===== src/hw/pcg_defines.svh =====
// Register offsets, field positions, reset values and selector codes
`ifndef PCG_DEFINES_SVH
`define PCG_DEFINES_SVH

`define PCG_ADDR_W          8
`define PCG_ADDR_CFG0       8'h00
`define PCG_ADDR_DBGCTL     8'h40
`define PCG_ADDR_OBSSEL     8'h44
`define PCG_ADDR_CLKSTAT    8'h48
`define PCG_ADDR_MODESTAT   8'h4C

`define PCG_CFG_W           7
`define PCG_CFG_ALLOC_APP   0
`define PCG_CFG_ALLOC_MCU   1
`define PCG_CFG_LP          2
`define PCG_CFG_AM          3
`define PCG_CFG_KSRC_LO     4

`define PCG_DBG_W           3
`define PCG_DEBUG_KEEP_SLEEP_BIT   0
`define PCG_DBG_HALT_BIT    1
`define PCG_DEBUG_KEEP_STANDBY_BIT 2

`define PCG_SEL_W           4

`define PCG_CFG_RST         7'h00
`define PCG_DBG_RST         3'h0
`define PCG_SEL_RST         4'h0

`define PCG_SEL_WAIT_IRQ    4'h0
`define PCG_SEL_WAIT_EVENT  4'h1
`define PCG_SEL_APP_WAKE    4'h2
`define PCG_SEL_HALT        4'h6

`endif


===== src/hw/pcg_pkg.sv =====
// Types shared by the peripheral clock gating block
package pcg_pkg;

  typedef enum logic [1:0] {
    core_run_state    = 2'h0,
    core_sleep_state  = 2'h1,
    core_halted_state = 2'h2
  } pcg_core_e;

  typedef enum logic [2:0] {
    system_run_mode             = 3'h0,
    system_halt_level1          = 3'h1,
    system_halt_level2          = 3'h2,
    system_lowpower_halt_level1 = 3'h3,
    system_lowpower_halt_level2 = 3'h4,
    system_lowvolt_halt_level1  = 3'h5,
    system_lowvolt_halt_level2  = 3'h6,
    system_standby_level1       = 3'h7
  } pcg_sys_e;

  typedef enum logic [2:0] {
    fast_internal_kernel_clock       = 3'h0,
    multispeed_internal_kernel_clock = 3'h1,
    fast_external_kernel_clock       = 3'h2,
    slow_external_clock              = 3'h3,
    slow_internal_clock              = 3'h4,
    other_kernel_clock               = 3'h5
  } pcg_ksrc_e;

  typedef struct packed {
    pcg_ksrc_e ksrc;
    logic      autonomous_enable_bit;
    logic      lowpower_clock_enable_bit;
    logic      alloc_enable_bit_mcu;
    logic      alloc_enable_bit_app;
  } pcg_cfg_s;

  typedef struct packed {
    logic debug_keep_standby;
    logic debug_keep_halt;
    logic debug_keep_sleep;
  } pcg_dbg_s;

  typedef struct packed {
    logic core0_wait_irq_flag;
    logic core0_wait_event_flag;
    logic sys_wake;
    logic app_core_wake_request;
    logic mcu_core_wake_request;
  } pcg_obs_in_s;

  typedef struct packed {
    logic core_clk_hold;
    logic sys_clk_hold;
    logic core_pwr_hold;
    logic debug_reachable;
  } pcg_hold_s;

  function automatic logic pcg_sys_halted(pcg_sys_e m);
    return (m != system_run_mode) && (m != system_standby_level1);
  endfunction

endpackage


===== src/hw/pcg_top.sv =====
// Peripheral clock gating: per-peripheral bus and kernel clock enables
// How it works
// [RULE1] Owner running: bus and kernel clocks on
// [RULE2] Owner sleeping: clocks follow low-power enable
// [RULE3] Owner halted, light system mode: bus on request
// [RULE4] Deep modes: bus also needs autonomous enable
// [RULE5] Halted: kernel on request from fast sources
// [RULE6] Halted: slow sources clocked without any request
// [RULE7] Autonomous: kernel on request from slow and multispeed sources
// [RULE8] Only serial peripherals raise kernel requests
// [RULE9] Unkept standby or halt makes debug unreachable
// [RULE10] Emulation keeps clock and power, mode unchanged
// [RULE11] Separate keep bits for standby, halt, sleep
// [RULE12] Line 7: wait-irq at 0, wait-event at 1
// [RULE13] Selector 6: core halt flags on 2, 1
// [RULE14] Selector 6: line 0 shows unclocked system halt
// [RULE15] Selector 0: line 0 shows system wake
// [RULE16] Line 0: app wake at 2, mcu at 1
// [RULE17] Clear allocation bit: no clock via that core
// [RULE18] Deep system modes filter out non-autonomous bus requests
// [RULE19] Every other combination gates both clocks off
`include "pcg_defines.svh"

module pcg_top import pcg_pkg::*; #(
  parameter int NUM_PERIPH = 4
) (
  // Clock and reset
  input  wire logic                     clk,
  input  wire logic                     reset,
  // Register port
  input  wire logic [`PCG_ADDR_W-1:0]   addr,
  input  wire logic [31:0]              wdata,
  input  wire logic                     wr_stb,
  input  wire logic                     rd_stb,
  output logic      [31:0]              rdata,
  // Processor and system state
  input  wire pcg_core_e                app_core_state,
  input  wire pcg_core_e                mcu_core_state,
  input  wire pcg_sys_e                 sys_mode,
  // Peripheral side
  input  wire logic [NUM_PERIPH-1:0]    bus_clk_req,
  input  wire logic [NUM_PERIPH-1:0]    ker_clk_req,
  output logic      [NUM_PERIPH-1:0]    bus_clk_en,
  output logic      [NUM_PERIPH-1:0]    ker_clk_en,
  // Debug and observation
  input  wire pcg_obs_in_s              obs_in,
  output pcg_hold_s                     dbg_hold,
  output logic      [7:0]               observation_port
);

  typedef struct packed {
    pcg_cfg_s [NUM_PERIPH-1:0] cfg;
    pcg_dbg_s                  dbg;
    logic [`PCG_SEL_W-1:0]     sel;
    logic [NUM_PERIPH-1:0]     bus_en;
    logic [NUM_PERIPH-1:0]     ker_en;
    logic [7:0]                obs;
    pcg_hold_s                 hold;
    logic [31:0]               rdata;
  } pcg_state_s;

  pcg_state_s              st_r;
  pcg_state_s              st_nxt;
  logic [NUM_PERIPH-1:0]   bus_on_app;
  logic [NUM_PERIPH-1:0]   bus_on_mcu;
  logic [NUM_PERIPH-1:0]   ker_on_app;
  logic [NUM_PERIPH-1:0]   ker_on_mcu;
  logic                    sys_halt;
  logic                    sys_standby;
  logic                    sys_unclocked;

  // One cell per peripheral and owner; a peripheral shared by both
  // processors is clocked whenever either owner grants it
  for (genvar g = 0; g < NUM_PERIPH; g++) begin : g_periph
    pcg_gate_cell u_app (
      .core_state  (app_core_state),
      .sys_mode    (sys_mode),
      .cfg         (st_r.cfg[g]),
      .alloc       (st_r.cfg[g].alloc_enable_bit_app),
      .bus_clk_req (bus_clk_req[g]),
      .ker_clk_req (ker_clk_req[g]),
      .bus_on      (bus_on_app[g]),
      .ker_on      (ker_on_app[g])
    );
    pcg_gate_cell u_mcu (
      .core_state  (mcu_core_state),
      .sys_mode    (sys_mode),
      .cfg         (st_r.cfg[g]),
      .alloc       (st_r.cfg[g].alloc_enable_bit_mcu),
      .bus_clk_req (bus_clk_req[g]),
      .ker_clk_req (ker_clk_req[g]),
      .bus_on      (bus_on_mcu[g]),
      .ker_on      (ker_on_mcu[g])
    );
  end

  assign sys_halt      = pcg_sys_halted(sys_mode);
  assign sys_standby   = (sys_mode == system_standby_level1);
  // A kept halt leaves the system clocked, so it is not reported as stopped
  assign sys_unclocked = sys_halt && !st_r.dbg.debug_keep_halt; // [RULE14]

  always_comb begin
    st_nxt       = st_r;
    st_nxt.rdata = 32'h0000_0000;

    // Register writes
    for (int i = 0; i < NUM_PERIPH; i++) begin
      if (wr_stb && addr == 8'(`PCG_ADDR_CFG0 + 4 * i)) begin
        st_nxt.cfg[i] = pcg_cfg_s'(wdata[`PCG_CFG_W-1:0]);
      end
    end
    if (wr_stb && addr == `PCG_ADDR_DBGCTL) begin
      st_nxt.dbg = pcg_dbg_s'(wdata[`PCG_DBG_W-1:0]); // [RULE11]
    end
    if (wr_stb && addr == `PCG_ADDR_OBSSEL) begin
      st_nxt.sel = wdata[`PCG_SEL_W-1:0];
    end

    // Register reads; unmapped addresses return zero
    if (rd_stb) begin
      for (int i = 0; i < NUM_PERIPH; i++) begin
        if (addr == 8'(`PCG_ADDR_CFG0 + 4 * i)) begin
          st_nxt.rdata = 32'(st_r.cfg[i]);
        end
      end
      case (addr)
        `PCG_ADDR_DBGCTL:   st_nxt.rdata = 32'(st_r.dbg);
        `PCG_ADDR_OBSSEL:   st_nxt.rdata = 32'(st_r.sel);
        `PCG_ADDR_CLKSTAT:  st_nxt.rdata = (32'(st_r.ker_en) << 8) | 32'(st_r.bus_en);
        `PCG_ADDR_MODESTAT: st_nxt.rdata = {24'h00_0000, st_r.hold.debug_reachable,
                                            sys_mode, mcu_core_state, app_core_state};
        default: begin
        end
      endcase
    end

    // Clock enables; emulation never changes them, the mode still acts
    st_nxt.bus_en = bus_on_app | bus_on_mcu; // [RULE10]
    st_nxt.ker_en = ker_on_app | ker_on_mcu;

    // Emulation holds
    st_nxt.hold.core_clk_hold =
      (st_r.dbg.debug_keep_sleep &&
       (app_core_state == core_sleep_state || mcu_core_state == core_sleep_state)) ||
      (st_r.dbg.debug_keep_halt &&
       (app_core_state == core_halted_state || mcu_core_state == core_halted_state)); // [RULE11]
    st_nxt.hold.sys_clk_hold  = sys_halt && st_r.dbg.debug_keep_halt; // [RULE10]
    st_nxt.hold.core_pwr_hold = sys_standby && st_r.dbg.debug_keep_standby; // [RULE10]
    st_nxt.hold.debug_reachable =
      !(sys_standby && !st_r.dbg.debug_keep_standby) && !sys_unclocked; // [RULE9]

    // Observation port
    st_nxt.obs = 8'h00;
    case (st_r.sel)
      `PCG_SEL_WAIT_IRQ: begin
        st_nxt.obs[7] = obs_in.core0_wait_irq_flag; // [RULE12]
        st_nxt.obs[0] = obs_in.sys_wake; // [RULE15]
      end
      `PCG_SEL_WAIT_EVENT: begin
        st_nxt.obs[7] = obs_in.core0_wait_event_flag; // [RULE12]
        st_nxt.obs[0] = obs_in.mcu_core_wake_request; // [RULE16]
      end
      `PCG_SEL_APP_WAKE: begin
        st_nxt.obs[0] = obs_in.app_core_wake_request; // [RULE16]
      end
      `PCG_SEL_HALT: begin
        st_nxt.obs[2] = (app_core_state == core_halted_state); // [RULE13]
        st_nxt.obs[1] = (mcu_core_state == core_halted_state); // [RULE13]
        st_nxt.obs[0] = sys_unclocked; // [RULE14]
      end
      default: begin
        st_nxt.obs = 8'h00;
      end
    endcase
  end

  always_ff @(posedge clk) begin
    if (reset) begin
      for (int i = 0; i < NUM_PERIPH; i++) begin
        st_r.cfg[i] <= pcg_cfg_s'(`PCG_CFG_RST);
      end
      st_r.dbg    <= pcg_dbg_s'(`PCG_DBG_RST);
      st_r.sel    <= `PCG_SEL_RST;
      st_r.bus_en <= '0;
      st_r.ker_en <= '0;
      st_r.obs    <= 8'h00;
      st_r.hold   <= pcg_hold_s'(4'h0);
      st_r.rdata  <= 32'h0000_0000;
    end else begin
      st_r <= st_nxt;
    end
  end

  assign rdata            = st_r.rdata;
  assign bus_clk_en       = st_r.bus_en;
  assign ker_clk_en       = st_r.ker_en;
  assign dbg_hold         = st_r.hold;
  assign observation_port = st_r.obs;

  logic     app_only;
  pcg_cfg_s c0;
  assign c0       = st_r.cfg[0];
  assign app_only = c0.alloc_enable_bit_app && !c0.alloc_enable_bit_mcu;
endmodule // pcg_top


===== src/hw/pcg_gate_cell.sv =====
// Clock decision for one peripheral as seen from one owning processor
module pcg_gate_cell import pcg_pkg::*; (
  // Owner and system state
  input  wire pcg_core_e core_state,
  input  wire pcg_sys_e  sys_mode,
  // Peripheral settings
  input  wire pcg_cfg_s  cfg,
  input  wire logic      alloc,
  // Peripheral requests
  input  wire logic      bus_clk_req,
  input  wire logic      ker_clk_req,
  // Decision
  output logic           bus_on,
  output logic           ker_on
);

  logic lp;
  logic am;
  logic sys_plain;
  logic sys_deep;
  logic src_fast;
  logic src_slow;
  logic src_auto;

  assign lp        = cfg.lowpower_clock_enable_bit;
  assign am        = cfg.autonomous_enable_bit;
  // Deep modes pass a bus request only for autonomous peripherals
  assign sys_deep  = (sys_mode == system_lowvolt_halt_level1) ||
                     (sys_mode == system_lowvolt_halt_level2) ||
                     (sys_mode == system_standby_level1); // [RULE18]
  assign sys_plain = !sys_deep;
  assign src_fast  = (cfg.ksrc == fast_internal_kernel_clock) ||
                     (cfg.ksrc == multispeed_internal_kernel_clock) ||
                     (cfg.ksrc == fast_external_kernel_clock);
  assign src_slow  = (cfg.ksrc == slow_external_clock) ||
                     (cfg.ksrc == slow_internal_clock);
  assign src_auto  = src_slow || (cfg.ksrc == multispeed_internal_kernel_clock);

  always_comb begin
    bus_on = 1'b0; // [RULE19]
    ker_on = 1'b0; // [RULE19]
    if (alloc) begin // [RULE17]
      case (core_state)
        core_run_state: begin
          bus_on = 1'b1; // [RULE1]
          ker_on = 1'b1; // [RULE1]
        end
        core_sleep_state: begin
          bus_on = lp; // [RULE2]
          ker_on = lp; // [RULE2]
        end
        core_halted_state: begin
          bus_on = lp && bus_clk_req && (sys_plain || am); // [RULE3] [RULE4]
          ker_on = (lp && ker_clk_req && src_fast) || // [RULE5]
                   (lp && src_slow) || // [RULE6]
                   (lp && am && ker_clk_req && src_auto); // [RULE7]
        end
        default: begin
          bus_on = 1'b0;
          ker_on = 1'b0;
        end
      endcase
    end
  end

endmodule // pcg_gate_cell


===== config.mk =====
export PLATFORM = sky130hd
export DESIGN_NAME = pcg_top
export DESIGN_NICKNAME = d
export VERILOG_FILES = /design/src/hw/pcg_pkg.sv /design/src/hw/pcg_top.sv /design/src/hw/pcg_gate_cell.sv
export VERILOG_INCLUDE_DIRS = /design/src /design/src/hw
export SDC_FILE = /design/constraint.sdc
export NUM_CORES = 1
export LEC_CHECK = 0
export BUFFER_PORTS_ARGS = -buffer_cell sky130_fd_sc_hd__buf_2
export CAP_MARGIN = 20
export CORE_MARGIN = 2
export CORE_UTILIZATION = 25
export DETAILED_ROUTE_END_ITERATION = 12
export PLACE_DENSITY = 0.46
export SLEW_MARGIN = 10
export SYNTH_ARGS = -nofsm -noshare
export SYNTH_HDL_FRONTEND = slang
export SYNTH_SLANG_ARGS = --single-unit

===== constraint.sdc =====
create_clock -name clk -period 4.1 [get_ports clk]
set_clock_uncertainty 0.05 [all_clocks]
set_input_delay 0.41 -clock clk [delete_from_list [all_inputs] [get_ports clk]]
set_output_delay 0.41 -clock clk [all_outputs]
set_load 0.05 [all_outputs]

Word level (Yosys, flattened, before mapping)
Cells that the tools add are included.

Flip-flop bits (word level): 87. Input port bits: 64. Output and inout bits: 52.

Equality and inequality tests: 34. Mux-type cells: 39. Bitwise operators: 5. Reductions and logical operators: 95.

Operators by type and width (count): 32-bit case mux with 4 select lines (1); 32-bit two-way mux (3); 1-bit case mux with 3 select lines (16); 1-bit logical AND (46); 1-bit logical OR (33); 8-bit by 7-bit equality test with 1-bit output, second input constant (4); 3-bit by 2-bit equality test with 1-bit output, second input constant (8); 3-bit equality test, second input constant (7); 8-bit by 4-bit equality test with 1-bit output, second input constant (2); 1-bit two-way mux (16); 3-bit by 1-bit equality test with 1-bit output, second input constant (4); 3-bit zero test (4); 12-bit by 4-bit bitwise OR with 12-bit output (1); 8-bit by 3-bit equality test with 1-bit output, second input constant (1); 8-bit zero test (1); 4-bit bitwise OR (2); 7-bit two-way mux (1); 1-bit zero test (5); 2-bit by 1-bit equality test with 1-bit output, second input constant (2); 2-bit equality test, second input constant (2); 4-bit by 1-bit equality test with 1-bit output, second input constant (1); 4-bit by 2-bit equality test with 1-bit output, second input constant (1); 4-bit by 3-bit equality test with 1-bit output, second input constant (1); 2-bit zero test (2); 7 further kinds (9).

Longest topological paths before layout
Gate-level depths: netlist of run 1.

Depth after elaboration: 9. Gate-level depth with buffers: 6. Depth with buffers taken out: 4.

Hierarchy
From an unflattened synthesis of run 1, not the netlist that was laid out.

Cell total of the unflattened synthesis: 426. Area total of the unflattened synthesis: 3587.2 µm².

By module, submodules not included: pcg_top (times used 1, cells each 314, area each 3006.6 µm², seq. area each 1261.2 µm²); pcg_gate_cell (times used 8, cells each 14, area each 72.6 µm², seq. area each 0.0 µm²).

Worst setup path after synthesis of run 1
Ideal clock, no wire load.

Kind: input -> register. From: input addr[2]. To: register, netlist name st_r[66]. Setup time: 0.128 ns. Arrival time: 1.470 ns. Required time: 3.922 ns. Setup slack: 2.452 ns. Cell stages on the path: 5. Path through: buf_2 nor2b_1 nand4_2 mux2i_1 nor2_1.

Cells in the longest elaborated chain, start to end: 2.

RTL lines: from (decl) (line pcg_top.sv:31) `` input wire logic [`PCG_ADDR_W-1:0] addr, ``; 8-bit by 3-bit equality test with 1-bit output (line pcg_top.sv:108) `` if (wr_stb && addr == 8'(`PCG_ADDR_CFG0 + 4 * i)) begin ``; 1-bit logical AND (line pcg_top.sv:108).

Every way passes these cells. A chain may end at the register's enable or synchronous reset.

Worst setup path after layout of run 1
From: input addr[3]. To: register, netlist name st_r[76].

Cells in the longest elaborated chain, start to end: 2.

RTL lines (line): 8-bit by 4-bit equality test with 1-bit output (pcg_top.sv:108); 1-bit logical AND (pcg_top.sv:108).

Every way passes these cells.

==> metrics, run 1 <==
Mapped Cells 358; CP Max Fanout 18; cts bufs inserted 9; #FFs+latches synth 63; final worst path period need 2.20 ns; r2r worst-path depth 4; r2r setup slk 2.75 ns; sequential share of the synthesized area 38.0%; DRT Pass-1 Iters 4; final hold vios 0; critical path data required time 4.23 ns; reg2reg end rdata[2]$_SDFF_PP0_; CTS Hold Bufs 0; DRT iter0 DRCs 207; Distinct cells, synth 44; Port-buffer cells 66; CTS tree yes; yosys warns 0; post-cts resize count 0; Max Freq 454 MHz; antenna cells 0; Hold Path End observation_port[2]$_SDFF_PP0_; Area Growth Syn to Fin 14.2%; TNS Setup 0 ns; drt drc 0; Total Routed Length 8980 µm; # Max-Cap Violations 0; Die Y 119 µm; Synth Area in Simple Gates 17.7%; GRT Util Overall 13.0%; final worst setup slack 1.90 ns; Post-Synth XOR/XNOR Area 0%; WHS 0.285 ns; clock tree sinks 63; Pins Over Slew Limit 0; DR vias 2608; Placement Cell Area 0.00350 mm²; Remaining Overflow, GRT 0; initial antenna violation count 0; Root Driver clkbuf_16; largest family of logic cells by synthesized area simple AND/OR/NAND/NOR gates; ys async rst share 0%; postcts setup bufs 0; largest net degree at the start of global routing 50; Worst Setup End Kind register; worst slew pin tran 0.883 ns; Synth area leader dfxtp_1; DP Worst Slack 1.57 ns; unrepaired setup endpoints after global routing no; clock-pin slew on the worst setup and hold paths 0.05 ns; Worst Hold Class input port to register; routed length per placed instance 15.7 µm; Max Root-Sink Buffers 2; fin nets 456; clock latency on the worst-skew pair 0.32 ns; Row Count 42; Compound-Gate Fraction of Synth Area 13.3%; PwrDens 397 mW/mm²; Startpoint Class input port; Die ar. 0.0142 mm²; adder-cell area share of the yosys netlist 0%; die width 119 µm; mux contribution to synthesized area 16.3%; H-tree levels 3; crit share post-route 53.7%; Synth Flop Type dfxtp_1; Slew Limit Headroom 41.2%; top-area cell type share of the netlist area 38.0%; Final Wtd Congestion 0.798; core footprint 0.0131 mm²; Mean Syn Cell Area 9.27 µm²; fin area 0.00379 mm²; Post-synth EDFFs 0; share of cells above drive strength 1 22.4%; worst r2r src st_r[54]$_SDFFE_PP0P_; Setup Viol. Count Final 0; status completed; Mapped Area 0.00332 mm²; Worst EP arrival 2.33 ns; Ports 116; vias per inst 4.55; number of global-route vias before repair 2411; post-route total power 0.00151 W; Final HPWL DP 6930 µm; hold path depth 2; leak pwr 1.82 nW; Crit Path Category input port to register; post-route ant nets 0; Initial Util 25.4%; first-pass GRT wire length 14000 µm; Worst Hold Launch app_core_state[0]; Max VDD drop 0.203 mV; top cells by area, synth dfxtp_1 38%, mux2i_1 16%, buf_4 12%
worst max-delay path by stage:
stage | slack [ns] | startpoint | endpoint | depth (start not counted)
floorplan | 2.45 | addr[2] | st_r[66]$_SDFFE_PP0P_ | 5
global placement | 1.57 | addr[3] | st_r[76]$_SDFFE_PP0P_ | 5
detailed placement | 1.57 | addr[3] | st_r[78]$_SDFFE_PP0P_ | 5
CTS | 1.91 | addr[3] | st_r[78]$_SDFFE_PP0P_ | 5
global route | 1.72 | addr[3] | st_r[78]$_SDFFE_PP0P_ | 5
finish | 1.90 | addr[3] | st_r[76]$_SDFFE_PP0P_ | 5
worst max-delay path, stage by stage:
cell,delay [ns]
buf_2,0.35
nor3b_2,0.58
nand4b_1,0.60
mux2i_1,0.33
nor2_1,0.05
report_power, final:
part	internal (W)	switching, W	leakage (nW)	total (W)
Sequential	0.000615	0.000000963	0.508	0.000616
Clock	0.000484	0.000261	0.146	0.000745
Combinational	0.0000320	0.000113	1.16	0.000145
per-stage QoR:
| step | std cells | utilization (%) |
|---|---|---|
| finish | 573 | 29.0 |
| global route | 573 | 29.0 |
| CTS | 573 | 29.0 |
| detailed placement | 557 | 26.7 |
| global placement | 557 | 26.7 |
| floorplan | 381 | - |
placed cells by master, fill, tap and decap left out, types with 9 or more instances in the layout:
| master | count |
|---|---|
| conb_1 | 24 |
| a22oi_1 | 13 |
| dfxtp_1 | 63 |
| clkbuf_16 | 9 |
| mux2i_1 | 53 |
| nor2_1 | 51 |
| buf_2 | 66 |
| nand3_1 | 13 |
| o22ai_1 | 11 |
| a21oi_1 | 9 |
per-layer routing:
metal	wire length [µm]	GRT usage [%]	vias up
li1	-	-	1287
met4	107	4.46	0
met1	4330	17.9	1244
met3	423	2.97	8
met5	0	0	-
met2	4120	19.8	69
Yosys cell counts (4+ instances only):
| library cell | count |
|---|---|
| o22ai_1 | 11 |
| clkbuf_1 | 7 |
| nand2_1 | 7 |
| mux2i_1 | 53 |
| a22o_1 | 5 |
| buf_4 | 53 |
| o211ai_1 | 8 |
| a21oi_1 | 9 |
| nand2b_1 | 4 |
| buf_2 | 5 |
| nand3_1 | 13 |
| o2111ai_1 | 4 |
| nor2_1 | 51 |
| and2_1 | 5 |
| a22oi_1 | 13 |
| dfxtp_1 | 63 |
final cells by class:
type	count	area, µm²
clock inverters	4	45.0
well taps	176	220
multi-input cells	246	1660
fillers	1403	9290
flip-flops and latches	63	1260
repair buffers	67	338
clock buffers	12	246
inverters	5	18.8
sequential cells by signal, summed over array words and instances (netlist names):
| signal | cells |
|---|---|
| st_r | 28 |
| observation_port | 4 |
| ker_clk_en | 4 |
| rdata | 12 |
| bus_clk_en | 4 |
| c0 | 7 |
| dbg_hold | 4 |
logic make-up (layout without fill, tap and decap cells):
logic type,after synthesis,count (layout)
AND/OR/NAND/NOR,106,106
buffers and inverters,72,88
flip-flops,63,63
AO/OA/AOI/OAI,62,62
multiplexers,54,54
other,1,24
Note: power is estimated with default switching activity, not from simulation.
==> run 2: changes to the inputs <==
==> constraint.sdc (replaced) <==
create_clock -name clk -period 2.2 [get_ports clk]
set_clock_uncertainty 0.05 [all_clocks]
set_input_delay 0.22 -clock clk [delete_from_list [all_inputs] [get_ports clk]]
set_output_delay 0.22 -clock clk [all_outputs]
set_load 0.05 [all_outputs]
==> metrics, run 2 (synthesis results as in run 1) <==
buffer and inverter count on the worst path 2 (+1); multi-input logic area 0.00166 mm² (unchanged); Die Y 119 µm (unchanged); antenna cells 0 (unchanged); Crit path largest cell delay 0.35 ns (-0.25 ns); clock-pin slew on the worst setup and hold paths 0.05 ns (about the same); final hold vios 0 (unchanged); Initial Util 25.4% (unchanged); final worst path period need 1.51 ns; TNS Setup 0 ns (unchanged); WHS 0.101 ns (-0.185 ns); initial antenna violation count 0 (unchanged); most frequent cells in the layout 66 x buf_2, 63 x dfxtp_1, 53 x mux2i_1; Pins Over Slew Limit 0 (unchanged); DRT Pass-1 Iters 5 (+1); fill count 1378 (-1.8%); postcts setup bufs 0 (unchanged); Critical Path, Cell by Cell buf_2, nor3b_2, buf_4, nand4_2, mux2i_1, nor2_1; Die ar. 0.0142 mm² (unchanged); Ports 116 (unchanged); Worst Hold Class input port to register; drt drc 0 (unchanged); critical path data required time 2.36 ns (-1.87 ns); post-route ant nets 0 (unchanged); fin nets 462 (+1.3%); CTS tree yes; most used routing layer met2; status completed; Root Driver clkbuf_16; H-tree levels 3 (unchanged); Worst Setup End Kind register; worst slew pin tran 0.664 ns (-0.219 ns); core footprint 0.0131 mm² (unchanged); DR vias 2718 (+4.2%); crit share post-route 68.4%; routed length per placed instance 15.6 µm (-0.38%); M3 GR Usage 2.49% (-0.48 points); Remaining Overflow, GRT 0 (unchanged); GRT Util Overall 13.2% (+0.20 points); Top delay family on crit path simple AND/OR/NAND/NOR gates; final worst setup slack 0.694 ns (-1.20 ns); Final HPWL DP 7020 µm (+1.4%); die width 119 µm (unchanged); clock tree sinks 63 (unchanged); Area Growth Syn to Fin 16.0%; Setup Viol. Count Final 0 (unchanged); DRT iter0 DRCs 135 (-35%); Final Wtd Congestion 0.864 (+8.3%); Max Freq 664 MHz; max reg flops 28 (unchanged); leak pwr 1.85 nW (+1.8%); unrepaired setup endpoints after global routing no; clock latency on the worst-skew pair 0.33 ns (about the same); register area 0.00126 mm² (unchanged); post-layout util 29.4% (+0.46 points); M2 GR Usage 20.7% (+0.86 points); CTS Hold Bufs 0 (unchanged); Placement Cell Area 0.00354 mm² (+1.3%); first-pass GRT wire length 14300 µm (+1.9%); Total Routed Length 9040 µm (+0.67%); global-route met1 utilization 17.5% (-0.38 points); Crit-path slowest cell buf_2; largest net degree at the start of global routing 33 (-34%); cts bufs inserted 9 (unchanged); share of cells above drive strength 1 23.3% (+0.91 points); DP Worst Slack 0.362 ns (-1.21 ns); Max VDD drop 0.347 mV (+71%); Crit Path Category input port to register; Port-buffer cells 66 (unchanged); Max Root-Sink Buffers 2 (unchanged); Worst EP arrival 1.66 ns (-0.67 ns); post-cts resize count 0 (unchanged); Row Count 42 (unchanged); vias per inst 4.69 (+3.1%); Slew Limit Headroom 55.3% (+14 points); number of global-route vias before repair 2570 (+6.6%); most flop-heavy register st_r; most common cell after layout, fill and taps aside buf_2; fin area 0.00385 mm² (+1.6%); CP Max Fanout 18 (unchanged); PwrDens 752 mW/mm² (+89%); Startpoint Class input port; # Max-Cap Violations 0 (unchanged)
-- run 2: cell count changes in the layout (fill, tap and decap cells not counted), sizes merged --
| cell | previous run | this run |
|---|---|---|
| bufinv | 1 | 2 |
| buf | 67 | 73 |
| clkinv | 5 | 4 |
-- run 2: worst paths after layout --
kind	start	to	slack, ns	depth (start not counted)
max	addr[3]	st_r[85]$_SDFFE_PP0P_	0.69	6
min reg2reg	dbg_hold[0]$_SDFF_PP0_	rdata[7]$_SDFF_PP0_	0.39	2
min	mcu_core_state[0]	observation_port[1]$_SDFF_PP0_	0.10	2
max reg2reg	st_r[54]$_SDFFE_PP0P_	rdata[2]$_SDFF_PP0_	0.86	4
-- run 2: power breakdown --
| part | leakage, nW | internal [W] | switching (W) | total (W) |
|---|---|---|---|---|
| clock network | 0.151 | 0.000987 | 0.000484 | 0.00147 |
| logic | 1.19 | 0.0000643 | 0.000213 | 0.000278 |
| registers | 0.508 | 0.00115 | 0.00000187 | 0.00115 |
-- run 2: final cells by class --
class                           instances  share of cell area [%]
Inverter                                5                   0.487
Timing Repair Buffer                   73                    9.94
Multi-Input combinational cell        246                    43.1
Tap cell                              176                    5.72
Clock buffer                           12                    6.14
Sequential cell                        63                    32.7
Clock inverter                          4                    1.82
-- run 2: per-layer routing --
layer | up-vias | wire (µm) | part of all wire [%]
li1 | 1305 | - | -
met1 | 1322 | 4210 | 47
met2 | 80 | 4190 | 46
met3 | 11 | 478 | 5.3
met4 | 0 | 171 | 1.9
met5 | - | 0 | 0
-- run 2: stage by stage --
step           power [W]  instances
2_1_floorplan    0.00139        381
3_3_place_gp     0.00145        563
5_1_grt          0.00300        579
3_5_place_dp     0.00145        563
4_1_cts          0.00294        579
6_report         0.00290        579
==> run 3: changes to the inputs <==
--- a/config.mk
+++ b/config.mk
@@ -6,6 +6,7 @@
 export SDC_FILE = /design/constraint.sdc
 export NUM_CORES = 1
 export LEC_CHECK = 0
+export ABC_AREA = 1
 export BUFFER_PORTS_ARGS = -buffer_cell sky130_fd_sc_hd__buf_2
 export CAP_MARGIN = 20
 export CORE_MARGIN = 2
==> constraint.sdc (replaced) <==
create_clock -name clk -period 1.4 [get_ports clk]
set_clock_uncertainty 0.05 [all_clocks]
set_input_delay 0.14 -clock clk [delete_from_list [all_inputs] [get_ports clk]]
set_output_delay 0.14 -clock clk [all_outputs]
set_load 0.05 [all_outputs]
==> metrics, run 3 <==
Max Root-Sink Buffers 2 (unchanged); final worst path period need 1.25 ns; Remaining Overflow, GRT 0 (unchanged); vias per inst 4.51 (-3.9%); Placement Cell Area 0.00373 mm² (+5.2%); most frequent cells in the layout 80 x nand2_1, 66 x buf_2, 63 x dfxtp_1; post-route total power 0.00463 W (+60%); synth cell count leaders 80 x nand2_1, 63 x dfxtp_1, 52 x buf_4; Port-buffer cells 66 (unchanged); H-tree levels 3 (unchanged); final worst setup slack 0.153 ns (-0.542 ns); PwrDens 1150 mW/mm² (+52%); yosys warns 0 (unchanged); first-pass GRT wire length 16400 µm (+15%); critical path data required time 1.60 ns (-0.76 ns); fill count 1448 (+5.1%); Initial Util 25.6% (+0.19 points); routed length per placed instance 14.2 µm (-9.1%); unrepaired setup endpoints after global routing no; Startpoint Class register; most flop-heavy register st_r; final hold vios 0 (unchanged); cts bufs inserted 9 (unchanged); post-route ant nets 0 (unchanged); DRT iter0 DRCs 185 (+37%); Worst Setup End Kind register; Die ar. 0.0145 mm² (+1.9%); Worst Hold Class input port to register; Final Wtd Congestion 0.861 (-0.37%); DP Worst Slack -0.0332 ns (-0.395 ns); Max Freq 802 MHz; Die Y 120 µm (+0.94%); core footprint 0.0132 mm² (+1.2%); Synth Flop Type dfxtp_1; number of global-route vias before repair 3184 (+24%); top-area cell type share of the netlist area 37.3% (-0.73 points); register area 0.00126 mm² (unchanged); Distinct cells, synth 30 (-32%); CP Max Fanout 4 (-14); Mapped Area 0.00338 mm² (+2.0%); Mean Syn Cell Area 7.10 µm² (-23%); share of cells above drive strength 1 23.5% (+0.15 points); #FFs+latches synth 63 (unchanged); multi-input logic area 0.00159 mm² (-4.3%); sequential share of the synthesized area 37.3% (-0.73 points); Area Growth Syn to Fin 19.5%; Row Count 42 (unchanged); Worst EP arrival 1.45 ns (-0.21 ns); clock latency on the worst-skew pair 0.33 ns (about the same); Pins Over Slew Limit 0 (unchanged); Synth area leader dfxtp_1; DR vias 3234 (+19%); Setup Viol. Count Final 0 (unchanged); fin area 0.00404 mm² (+5.0%); ys async rst share 0% (unchanged); Mapped Cells 477 (+33%); DRT Pass-1 Iters 5 (unchanged); GRT Util Overall 14.8% (+1.7 points); leak pwr 1.81 nW (-2.2%); Root Driver clkbuf_16; status completed; clock-pin slew on the worst setup and hold paths 0.06 ns (about the same); crit share post-route 89.1%; die width 120 µm (+0.94%); CTS Hold Bufs 0 (unchanged); CTS tree yes; Final HPWL DP 8050 µm (+15%); fin nets 601 (+30%); Max VDD drop 0.578 mV (+67%); largest net degree at the start of global routing 38 (+15%); Ports 116 (unchanged); most common cell after layout, fill and taps aside nand2_1; Crit Path Category register to register; drt drc 0 (unchanged); clock tree sinks 63 (unchanged); top cells by area, synth dfxtp_1 37%, buf_4 12%, nand2_1 8.9%; # Max-Cap Violations 0 (unchanged); max reg flops 28 (unchanged); Total Routed Length 10200 µm (+13%); count leader, synth nand2_1; Post-synth EDFFs 0 (unchanged); antenna cells 0 (unchanged); initial antenna violation count 0 (unchanged); post-layout util 30.5% (+1.1 points)
run 3: cell types whose count changed in the layout (fill, tap and decap cells not counted), moves of 10 or more:
cell,previous run,this run
o21ai_0,3,43
o22ai_1,11,1
a22oi_1,13,0
nand2_1,7,80
nand3_1,13,42
mux2i_1,53,0
buf_4,7,23
o21ai_1,0,12
inv_1,3,35
a21oi_1,9,44
run 3: area by class of cell:
class	instances	area share (%)
multi-input combinational	332	39.3
sequential	63	31.2
timing repair buffer	89	12.4
clock buffer	9	5.57
tap	176	5.45
inverter	42	3.90
clock inverter	6	2.13
run 3: logic make-up (layout without fill, tap and decap cells):
group                  after synthesis  in the layout  synth area share [%]
AO/OA/AOI/OAI                      106            106                  16.2
buffers and inverters              105            146                  18.4
flip-flops                          63             63                  37.3
other                                1             24                 0.111
AND/OR/NAND/NOR                    202            202                  27.9
run 3: metrics by stage:
| step | TNS (ns) | cells | hold slack [ns] |
|---|---|---|---|
| 2_1_floorplan | 0 | 500 | 0.168 |
| 3_3_place_gp | 0 | 702 | 0.363 |
| 3_5_place_dp | -0.0762 | 702 | 0.369 |
| 4_1_cts | 0 | 717 | 0.0169 |
| 5_1_grt | 0 | 717 | 0.0394 |
| 6_report | 0 | 717 | 0.0296 |
run 3: critical path, cell delays in order, from the launching register on:
cell and delay, ns:
dfxtp_1 0.33, o21ai_0 0.19, nand3_1 0.15, o21ai_0 0.22, nand2_1 0.07, a21oi_1 0.15
run 3: power breakdown:
part / switching [W] / total, W / internal, W / leakage, nW
Clock: 0.000819 / 0.00236 / 0.00154 / 0.151
Combinational: 0.000358 / 0.000464 / 0.000105 / 1.15
Sequential: 0.00000433 / 0.00181 / 0.00180 / 0.508
Total: 0.00118 / 0.00463 / 0.00345 / 1.81
run 3: final timing paths:
path                            slack (ns)                     start                             end  cells past startpoint
worst max-delay path                  0.15        c0[4]$_SDFFE_PP0P_        ker_clk_en[0]$_SDFF_PP0_                      5
worst min-delay path                  0.03                 obs_in[3]  observation_port[7]$_SDFF_PP0_                      3
worst max register to register        0.15        c0[4]$_SDFFE_PP0P_        ker_clk_en[0]$_SDFF_PP0_                      5
worst min register to register        0.39  ker_clk_en[2]$_SDFF_PP0_            rdata[10]$_SDFF_PP0_                      2
run 3: what timing repair did:
item,in CTS,in global routing
gates resized for setup,0,2
setup endpoints to repair,0,2
buffers inserted,0,0
run 3: routing by layer:
metal  up-vias  routed length (µm)  global-route usage (%)
met1      1484                4730                    19.2
met4         0                 183                    5.81
met2       105                4690                    23.5
met3        14                 576                    3.92
li1       1631                   -                       -
met5         -                   0                       0
